**src/common/loader_pkg.sv**
```systemverilog
// constants and types for the frame length limit and static patch loader
package loader_pkg;

    // -------------------------------------------------------------------
    // register indices (byte address is four times the index)
    // -------------------------------------------------------------------
    localparam logic [9:0] IDX_MAX_FRAME_LENGTH = 10'h127;
    localparam logic [9:0] IDX_PATCH_TABLE_POINTER = 10'h128;
    localparam logic [9:0] IDX_RAM_LO = 10'h12a;
    localparam logic [9:0] IDX_RAM_HI = 10'h13d;
    localparam logic [9:0] IDX_LOADER_CONTROL = 10'h140;
    localparam logic [9:0] IDX_LOADER_STATUS = 10'h141;

    // -------------------------------------------------------------------
    // field positions
    // -------------------------------------------------------------------
    localparam int CTRL_FIXED_BIT = 0;
    localparam int CTRL_START_BIT = 1;
    localparam int STAT_BUSY_BIT = 0;
    localparam int STAT_OVERSIZE_BIT = 1;
    localparam int STAT_COUNT_LSB = 4;
    localparam int STAT_FRAME_CNT_LSB = 8;

    // -------------------------------------------------------------------
    // reset values and sizes
    // -------------------------------------------------------------------
    localparam logic [7:0] MAX_FRAME_LENGTH_RESET = 8'h00;
    localparam logic [7:0] PATCH_POINTER_RESET = 8'h00;
    localparam logic [7:0] RAM_ENTRY_RESET = 8'h00;
    localparam logic FIXED_MODE_RESET = 1'b0;
    localparam int RAM_DEPTH = 20;
    localparam logic [3:0] PATCH_MAX_PAIRS = 4'h9;
    localparam logic [1:0] RAM_UPPER_BITS = 2'h1;
    localparam logic [1:0] MCR_UPPER_BITS = 2'h3;
    localparam logic [7:0] PATCH_DISABLED = 8'h00;
    localparam logic [7:0] PATCH_TERMINATOR = 8'h00;

    // -------------------------------------------------------------------
    // patch sequencer states
    // -------------------------------------------------------------------
    typedef enum logic [2:0] {
        ST_IDLE  = 3'b001,
        ST_FETCH = 3'b010,
        ST_WRITE = 3'b100
    } patch_state_type;

endpackage

```
**src/hdl/frame_patch_loader.sv**
```systemverilog
// frame length limit and static patch loader behind an apb slave
//
// Summary of operation
// - variable mode: register is max receive length
// - fixed mode: register is exact frame length
// - count payload bytes between sync and checksum
// - length offset never added to limit
// - at most nine modem ram locations patched
// - pointer is low byte, upper 0x1 implied
// - zero pointer means no patching
// - read pairs: target address, then data
// - zero target address byte ends patching
// - target byte is low byte, upper 0x3
// - modem ram lost in sleep, repatch on wake
//
// Chosen here: register access over APB.
`timescale 1ns/1ps
`default_nettype none

module frame_patch_loader (
    // apb slave
    input wire logic pclk,
    input wire logic presetn,
    input wire logic psel,
    input wire logic penable,
    input wire logic pwrite,
    input wire logic [11:0] paddr,
    input wire logic [31:0] pwdata,
    output logic [31:0] prdata,
    output logic pready,
    output logic pslverr,
    // packet handler, same clock
    input wire logic frame_start,
    input wire logic payload_byte,
    output logic frame_fixed,
    output logic [7:0] frame_len_limit,
    output logic frame_end,
    output logic frame_oversize,
    // sleep state from the power controller, asynchronous
    input wire logic low_power_sleep_state,
    // modem configuration ram write port
    output logic mcr_wr_en,
    output logic [9:0] mcr_addr,
    output logic [7:0] mcr_data,
    output logic patch_busy
);

    // -------------------------------------------------------------------
    // apb decode
    // -------------------------------------------------------------------
    wire logic [9:0] reg_idx;
    wire logic access_phase;
    wire logic wr_commit;
    wire logic word_aligned;
    wire logic hit_max_len;
    wire logic hit_ptr;
    wire logic hit_ram;
    wire logic hit_ctrl;
    wire logic hit_stat;
    wire logic mapped;
    wire logic [4:0] bus_ram_idx;

    assign reg_idx = paddr[11:2];
    assign word_aligned = (paddr[1:0] == 2'h0);
    assign access_phase = psel & penable & ~pready;
    // a write lands only at the edge where pready is seen high
    assign wr_commit = psel & penable & pready & pwrite & ~pslverr;
    assign hit_max_len = word_aligned & (reg_idx == loader_pkg::IDX_MAX_FRAME_LENGTH);
    assign hit_ptr = word_aligned & (reg_idx == loader_pkg::IDX_PATCH_TABLE_POINTER);
    assign hit_ram = word_aligned & (reg_idx >= loader_pkg::IDX_RAM_LO)
                     & (reg_idx <= loader_pkg::IDX_RAM_HI);
    assign hit_ctrl = word_aligned & (reg_idx == loader_pkg::IDX_LOADER_CONTROL);
    assign hit_stat = word_aligned & (reg_idx == loader_pkg::IDX_LOADER_STATUS);
    assign mapped = hit_max_len | hit_ptr | hit_ram | hit_ctrl | hit_stat;
    assign bus_ram_idx = 5'(reg_idx - loader_pkg::IDX_RAM_LO);

    // -------------------------------------------------------------------
    // state declarations
    // -------------------------------------------------------------------
    logic [7:0] max_len_q;
    logic [7:0] ptr_q;
    logic fixed_q;
    logic [7:0] ram_q [loader_pkg::RAM_DEPTH];
    logic [31:0] prdata_q;
    logic pready_q;
    logic pslverr_q;
    loader_pkg::patch_state_type state_q;
    loader_pkg::patch_state_type state_d;
    logic [9:0] cur_q;
    logic [9:0] cur_d;
    logic [3:0] pairs_q;
    logic [3:0] pairs_d;
    logic busy_q;
    logic mcr_wr_q;
    logic [9:0] mcr_addr_q;
    logic [7:0] mcr_data_q;
    logic sleep_s1_q;
    logic sleep_s2_q;
    logic sleep_s3_q;
    logic [7:0] frame_cnt_q;
    logic frame_end_q;
    logic oversize_q;

    // -------------------------------------------------------------------
    // retained configuration ram, one flip-flop byte per entry
    // -------------------------------------------------------------------
    genvar gi;
    generate
        for (gi = 0; gi < loader_pkg::RAM_DEPTH; gi++) begin : g_ram
            wire logic we;
            assign we = wr_commit & hit_ram & (bus_ram_idx == 5'(gi));
            always_ff @(posedge pclk or negedge presetn) begin
                if (!presetn) begin
                    ram_q[gi] <= loader_pkg::RAM_ENTRY_RESET;
                end else if (we) begin
                    ram_q[gi] <= pwdata[7:0];
                end
            end
        end
    endgenerate

    // -------------------------------------------------------------------
    // configuration registers
    // -------------------------------------------------------------------
    wire logic start_sw;
    assign start_sw = wr_commit & hit_ctrl & pwdata[loader_pkg::CTRL_START_BIT];

    always_ff @(posedge pclk or negedge presetn) begin
        if (!presetn) begin
            max_len_q <= loader_pkg::MAX_FRAME_LENGTH_RESET;
            ptr_q <= loader_pkg::PATCH_POINTER_RESET;
            fixed_q <= loader_pkg::FIXED_MODE_RESET;
        end else begin
            if (wr_commit & hit_max_len) begin
                max_len_q <= pwdata[7:0];
            end
            if (wr_commit & hit_ptr) begin
                ptr_q <= pwdata[7:0];
            end
            if (wr_commit & hit_ctrl) begin
                fixed_q <= pwdata[loader_pkg::CTRL_FIXED_BIT];
            end
        end
    end

    // -------------------------------------------------------------------
    // read mux and apb answer
    // -------------------------------------------------------------------
    wire logic [31:0] status_word;
    wire logic [31:0] rd_word;
    wire logic [4:0] rd_ram_idx;

    assign rd_ram_idx = hit_ram ? bus_ram_idx : 5'h00;
    assign status_word = (32'(frame_cnt_q) << loader_pkg::STAT_FRAME_CNT_LSB)
                       | (32'(pairs_q) << loader_pkg::STAT_COUNT_LSB)
                       | (32'(oversize_q) << loader_pkg::STAT_OVERSIZE_BIT)
                       | (32'(state_q != loader_pkg::ST_IDLE) << loader_pkg::STAT_BUSY_BIT);
    assign rd_word = hit_max_len ? {24'h000000, max_len_q}
                   : hit_ptr ? {24'h000000, ptr_q}
                   : hit_ram ? {24'h000000, ram_q[rd_ram_idx]}
                   : hit_ctrl ? (32'(fixed_q) << loader_pkg::CTRL_FIXED_BIT)
                   : hit_stat ? status_word
                   : 32'h00000000;

    // one wait state: pready rises in the second access cycle
    always_ff @(posedge pclk or negedge presetn) begin
        if (!presetn) begin
            pready_q <= 1'b0;
            pslverr_q <= 1'b0;
            prdata_q <= 32'h00000000;
        end else begin
            pready_q <= access_phase;
            pslverr_q <= access_phase & ~mapped;
            if (access_phase) begin
                prdata_q <= (pwrite | ~mapped) ? 32'h00000000 : rd_word;
            end
        end
    end

    // -------------------------------------------------------------------
    // sleep synchroniser and wake detect
    // -------------------------------------------------------------------
    always_ff @(posedge pclk or negedge presetn) begin
        if (!presetn) begin
            sleep_s1_q <= 1'b0;
            sleep_s2_q <= 1'b0;
            sleep_s3_q <= 1'b0;
        end else begin
            sleep_s1_q <= low_power_sleep_state;
            sleep_s2_q <= sleep_s1_q;
            sleep_s3_q <= sleep_s2_q;
        end
    end

    wire logic wake;
    // modem ram came back empty, so the patches must be replayed
    assign wake = sleep_s3_q & ~sleep_s2_q;

    // -------------------------------------------------------------------
    // patch sequencer
    // -------------------------------------------------------------------
    wire logic start_req;
    wire logic [9:0] start_addr;
    wire logic start_ok;
    wire logic cur_in_range;
    wire logic [4:0] cur_idx;
    wire logic [4:0] data_idx;
    wire logic [7:0] tgt_byte;
    wire logic [7:0] data_byte;

    assign start_req = start_sw | wake;
    assign start_addr = {loader_pkg::RAM_UPPER_BITS, ptr_q};
    // a pointer outside the region is refused rather than followed
    assign start_ok = (ptr_q != loader_pkg::PATCH_DISABLED)
                      & (start_addr >= loader_pkg::IDX_RAM_LO)
                      & (start_addr <= loader_pkg::IDX_RAM_HI);
    // a pair needs two bytes, so the address byte must sit below the top
    assign cur_in_range = (cur_q >= loader_pkg::IDX_RAM_LO)
                          & (cur_q < loader_pkg::IDX_RAM_HI);
    assign cur_idx = cur_in_range ? 5'(cur_q - loader_pkg::IDX_RAM_LO) : 5'h00;
    assign data_idx = cur_in_range ? 5'(cur_idx + 5'h01) : 5'h00;
    assign tgt_byte = ram_q[cur_idx];
    assign data_byte = ram_q[data_idx];

    always_comb begin
        state_d = state_q;
        cur_d = cur_q;
        pairs_d = pairs_q;
        case (state_q)
            loader_pkg::ST_IDLE: begin
                if (start_req & start_ok) begin
                    state_d = loader_pkg::ST_FETCH;
                    cur_d = start_addr;
                    pairs_d = 4'h0;
                end
            end
            loader_pkg::ST_FETCH: begin
                if (!cur_in_range || pairs_q == loader_pkg::PATCH_MAX_PAIRS) begin
                    state_d = loader_pkg::ST_IDLE;
                end else if (tgt_byte == loader_pkg::PATCH_TERMINATOR) begin
                    state_d = loader_pkg::ST_IDLE;
                end else begin
                    state_d = loader_pkg::ST_WRITE;
                end
            end
            loader_pkg::ST_WRITE: begin
                state_d = loader_pkg::ST_FETCH;
                cur_d = 10'(cur_q + 10'h002);
                pairs_d = 4'(pairs_q + 4'h1);
            end
            default: begin
                state_d = loader_pkg::ST_IDLE;
            end
        endcase
    end

    always_ff @(posedge pclk or negedge presetn) begin
        if (!presetn) begin
            state_q <= loader_pkg::ST_IDLE;
            cur_q <= 10'h000;
            pairs_q <= 4'h0;
            busy_q <= 1'b0;
        end else begin
            state_q <= state_d;
            cur_q <= cur_d;
            pairs_q <= pairs_d;
            // taken from the next state so it tracks state_q cycle for cycle
            busy_q <= (state_d != loader_pkg::ST_IDLE);
        end
    end

    // write strobe issued in the write state, registered onto the port
    wire logic issue_wr;
    assign issue_wr = (state_q == loader_pkg::ST_WRITE);

    always_ff @(posedge pclk or negedge presetn) begin
        if (!presetn) begin
            mcr_wr_q <= 1'b0;
            mcr_addr_q <= 10'h000;
            mcr_data_q <= 8'h00;
        end else begin
            mcr_wr_q <= issue_wr;
            if (issue_wr) begin
                mcr_addr_q <= {loader_pkg::MCR_UPPER_BITS, tgt_byte};
                mcr_data_q <= data_byte;
            end
        end
    end

    // -------------------------------------------------------------------
    // payload length counter and limit check
    // -------------------------------------------------------------------
    wire logic [8:0] cnt_next;
    assign cnt_next = {1'b0, frame_cnt_q} + 9'h001;

    // the counter sees only payload strobes, so sync and checksum never count,
    // and the limit is compared raw with no length offset folded in
    always_ff @(posedge pclk or negedge presetn) begin
        if (!presetn) begin
            frame_cnt_q <= 8'h00;
            frame_end_q <= 1'b0;
            oversize_q <= 1'b0;
        end else begin
            frame_end_q <= 1'b0;
            if (frame_start) begin
                frame_cnt_q <= 8'h00;
                oversize_q <= 1'b0;
            end else if (payload_byte) begin
                if (cnt_next[8] == 1'b0) begin
                    frame_cnt_q <= cnt_next[7:0];
                end
                if (fixed_q && cnt_next == {1'b0, max_len_q}) begin
                    frame_end_q <= 1'b1;
                end
                if (!fixed_q && cnt_next > {1'b0, max_len_q}) begin
                    oversize_q <= 1'b1;
                end
            end
        end
    end

    // -------------------------------------------------------------------
    // outputs
    // -------------------------------------------------------------------
    assign prdata = prdata_q;
    assign pready = pready_q;
    assign pslverr = pslverr_q;
    assign frame_fixed = fixed_q;
    assign frame_len_limit = max_len_q;
    assign frame_end = frame_end_q;
    assign frame_oversize = oversize_q;
    assign mcr_wr_en = mcr_wr_q;
    assign mcr_addr = mcr_addr_q;
    assign mcr_data = mcr_data_q;
    // busy comes off its own flop, so the port carries no decode glitch
    // while the one-hot state changes
    assign patch_busy = busy_q;

endmodule

`default_nettype wire

```
**config.mk**
```make
export PLATFORM = sky130hd
export DESIGN_NAME = frame_patch_loader
export DESIGN_NICKNAME = d
export VERILOG_FILES = /design/src/common/loader_pkg.sv /design/src/hdl/frame_patch_loader.sv
export SDC_FILE = /design/constraint.sdc
export NUM_CORES = 1
export LEC_CHECK = 0
export BUFFER_PORTS_ARGS = -buffer_cell sky130_fd_sc_hd__clkbuf_2
export CAP_MARGIN = 20
export CELL_PAD_IN_SITES_DETAIL_PLACEMENT = 1
export CELL_PAD_IN_SITES_GLOBAL_PLACEMENT = 2
export CORE_AREA = 2 2 196 198
export CTS_CLUSTER_DIAMETER = 40
export CTS_CLUSTER_SIZE = 28
export DETAILED_ROUTE_END_ITERATION = 8
export DIE_AREA = 0 0 198 200
export GPL_ROUTABILITY_DRIVEN = 0
export GPL_TIMING_DRIVEN = 1
export PLACE_DENSITY = 0.83
export RECOVER_POWER = 25
export SLEW_MARGIN = 5
export SYNTH_ARGS = -nofsm -noshare
export SYNTH_HDL_FRONTEND = slang
export SYNTH_SLANG_ARGS = --single-unit
```
**constraint.sdc**
```tcl
create_clock -name pclk -period 8.4 [get_ports pclk]
set_input_delay 2.1 -clock pclk [delete_from_list [all_inputs] [get_ports pclk]]
set_output_delay 2.1 -clock pclk [all_outputs]
set_load 0.01 [all_outputs]
```
==> impl.org <==
** Status
- The flow ran to the end, but the final reports show violations.
- The final reports fail on max-capacitance violations, max-slew violations.

** Synth
- The number of different library cells used by synthesis comes to 83.
- The synthesized design spends more area on one cell type than any other, namely dfrtp_1.
- Of the total synthesized cell area, the portion taken by AND, OR, NAND and NOR gates is 0.1967.
- Top cells by area in the synthesized netlist :: dfrtp_1, mux2_2, nand2_1
- Post-synthesis async set-or-reset flop share :: 1.000
- Compound-cell area share of the yosys netlist :: 0.1656
- Adder-cell share of the synthesized area :: 0.01235
- The synthesized netlist occupies a cell area of 0.01520 mm^2.
- Number of warnings reported in the yosys synthesis log :: 0
- Of the total synthesized cell area, the portion taken by XOR and XNOR cells is 0.01152.
- The most used flip-flop cell after synthesis is dfrtp_1.
- Multiplexer share of the synthesized area :: 0.1615
- The share of synthesized area in the top cell type comes to 0.4001.
- Dominant combinational cell family by area after synthesis :: simple AND/OR/NAND/NOR gates
- Syn Area/Cell :: 9.010 um^2
- Counting every instance in the synthesized netlist gives 1687.
- Proportion of synthesized chip area in sequential cells :: 0.4018
- Number of synthesized flops with an enable pin :: 0
- In this run, synthesis produced a sequential element count of 244.

** Layout
- Final Non-Filler Cells :: 2278
- Final #Nets :: 1796
- Summed area of non-filler cells in the final layout :: 0.01757 mm^2
- Layout fillers :: 4284
- Total area of sequential cells :: 0.006111 mm^2
- Of the cells placed in the final design, the portion with a size suffix greater than 1 is 0.2252.
- The multi-input combinational cells in the finished layout cover a total of 0.008396 mm^2.
- From synthesis to final layout, the design area changed by 15.62%.
- Antenna diodes :: 0

** GRT
- Grt ovf :: 0
- The initial antenna violation count came to 0.
- Via count of the first global-routing pass :: 14650
- Entering global routing, the biggest net connects 173 pins.
- The first global-routing pass estimated 94.89 mm of wire.
- Total Routing Usage GR :: 0.3237

** Power
- Of the total power, registers draw 0.373.
- Dividing total power by cell area gives a power density of 180.2 mW/mm^2.
- Net load switching power :: 760.2 uW
- Post-layout total power :: 3167 uW
- Of the total power, the clock network draws 0.598.
- VDD sags by at most 122.0 uV.
- Of the total power, combinational logic draws 0.029.
- Net Sw Frac :: 0.2400
- In this run the static leakage power is 0.007776 uW.
- Power Internal :: 2407 uW

** STA
- The final hold violation count came to 0.
- Final setup fails :: 0
- Slew Limit Fails :: 73
- Derived from the worst setup path, the maximum achievable clock frequency is 174.7 MHz.
- Aggregate negative setup slack :: 0 ns
- Worst Max-Slew Pin Slew :: 3.987 ns
- After layout, the minimum clock period comes to 5.725 ns.
- Of the available clock period, the critical path in the final layout requires 0.6815.
- Clock skew on the completed layout was measured at 0.03137 ns.
- Slew headroom :: -1.658
- Setup repair after global routing left no endpoint under its margin.
- Final worst-path setup slack :: 2.675 ns

** Routing
- Wire length per cell :: 27.72 um
- Detail-routed via count per cell :: 6.294
- Routed Antenna Nets :: 0
- Via Count :: 14340
- The first detailed-routing pass ran for 7 iterations.
- For this run, design rule violations remaining after detail routing come to 0.
- Starting DRC count in detailed routing :: 1303
- Final routed wirelength across all metal layers :: 63.14 mm

** Critical path
- Data arrives at the worst endpoint at 4.90 ns.
- The critical path goes through clkbuf_1.
- Critical Setup Path Class :: input port to async pin
- Together, buffers and inverters on the worst path number 1.
- Among cell families on the critical path, the largest total delay comes from buffers and inverters.
- Crit path required time :: 7.58 ns
- Crit path capture type :: async pin
- Highest fanout seen on the critical path :: 73
- Critical path launch point type :: input port
- On the worst path, the slowest cell contributes a delay of 2.74 ns.
- Cell with the largest stage delay on the worst path :: clkbuf_1

** Die
- During I/O placement, the number of pins put on the boundary was 117.
- In this run the vertical extent of the chip is 200 um.
- The total area inside the core boundary comes to 0.03740 mm^2.
- Chip Width :: 198 um
- For this configuration, the core starts out at a cell density of 0.4064.
- Placement Rows :: 71
- Area of the die :: 0.03960 mm^2

** Clocking
- Deepest clock path buffer count :: 3
- Once the clock tree was built, the setup fixing pass inserted 0 buffers.
- TritonCTS built the clock tree.
- The tree is rooted in a clkbuf_16.
- Clock edge transition at the registers on the reported setup and hold paths :: 0.05 ns
- Once the clock tree was built, the resizer swapped 0 gates to a different size.
- H-tree depth :: 2
- Clock sink count :: 244
- Number of CTS-inserted buffers :: 46
- For the worst-skew pair, the clock arrives at the later sink with an insertion delay of 0.59 ns.
- CTS Hold Buffers Added :: 0

** Placed design
- The HPWL after detailed placement is 42.67 mm.
- The placed instances occupy a cell area of 0.01601 mm^2.
- After detailed placement, the design holds a cell count of 2191.
- Quantity of I/O buffers inserted on ports :: 76
- OpenSTA, run right after detailed placement, puts the worst setup slack at 2.705 ns.

** Min path
- In this run the worst hold path is classified as register to register.

** Run
- The tool flagged a number of max-cap violations equal to 1.
## power by group through the flow
stage / combinational [uW] / sequential (uW) / clock [uW]
after CTS: 91.4 / 1180 / 1920
after global routing: 98.7 / 1180 / 1970
after detailed placement: 91.0 / 1200 / 0
after floorplan: 39.5 / 1200 / 0
after global placement: 89.2 / 1200 / 0
final: 90.3 / 1180 / 1890
## cell families after synthesis
logic type      count (synthesis)
xor+xnor                       20
buf+inv                       177
mux                           222
other cells                     1
simple gates                  640
flops                         244
fa+ha+maj                      15
compound gates                368
## final timing paths
check,from,endpoint,slack (ns),cells after the start
setup / recovery,presetn,cur_q[0],2.68,1
hold / removal,sleep_s1_q,sleep_s2_q,0.34,0
setup reg to reg,cur_q[3],mcr_data[0],2.68,14
hold reg to reg,sleep_s1_q,sleep_s2_q,0.34,0
max in group pclk,cur_q[3],mcr_data[0],2.68,14
min in group asynchronous,presetn,ram_q[132],2.89,1
## final cells by class
type                            instances  area share
Clock buffer                           57     0.07070
Clock inverter                         29     0.01858
Inverter                               35    0.007475
Multi-Input combinational cell       1281      0.4777
Sequential cell                       244      0.3477
Tap cell                              511     0.03638
Timing Repair Buffer                  121     0.04144
## placed cells by master (no fill, tap or decap), types with 7 or more instances in the layout
master     count
o22ai_1        7
clkbuf_16     46
dfrtp_1      242
or2_2         10
a211oi_1       7
a31oi_1       13
ha_1          15
a211o_1       10
or3_1         15
mux2_2       166
inv_1         32
a22oi_1       15
o311ai_0      10
xnor2_1        7
nor3_1        11
o21a_1         7
a22o_1         9
nand3_1      103
a21oi_1       80
nor2_1        72
and3_1        21
nand2_1      313
clkbuf_2      74
nand4_1       17
a221o_1       12
a311oi_1      20
and2_1        13
o21ai_0       91
nand2b_1      17
o221ai_1       9
o211ai_1      23
buf_4         42
xor2_1        13
conb_1        16
a221oi_1      20
mux2i_1       54
clkinv_2      10
clkbuf_1       9
nor2b_1        8
## cell usage after synthesis, drive strengths merged, types with 24 or more instances
| master | count |
|---|---|
| o211ai | 24 |
| dfrtp | 243 |
| buf | 54 |
| a21oi | 80 |
| mux2 | 166 |
| o21ai | 91 |
| nor2 | 74 |
| inv | 33 |
| nand2 | 315 |
| mux2i | 54 |
| nand3 | 105 |
| clkbuf | 88 |
## per-layer routing
metal | vias to the layer above | wire length (um) | GRT usage
met5 | - | 0 | 0
met4 | 0 | 3362 | 0.1662
met3 | 174 | 5027 | 0.07476
met2 | 636 | 27790 | 0.4907
met1 | 7317 | 26960 | 0.4336
li1 | 6210 | - | -
## stage by stage
stage | hold WS, ns | utilization
finish | 0.3417 | 0.4699
floorplan | 0.3312 | -
CTS | 0.3461 | 0.4701
global route | 0.3540 | 0.4699
detailed placement | 0.3389 | 0.4282
global placement | 0.3324 | 0.4277
## sequential cells by signal, summed over array words and instances, names as in the netlist
signal           count
frame_fixed          1
cur_q               10
state_q              3
sleep_s3_q           1
ptr_q                8
pslverr              1
prdata              16
pairs_q              4
mcr_addr             9
mcr_wr_en            1
sleep_s2_q           1
ram_q              160
frame_cnt_q          8
pready               1
mcr_data             8
frame_oversize       1
patch_busy           1
frame_end            1
frame_len_limit      8
sleep_s1_q           1
(Power assumes the default switching activity.)
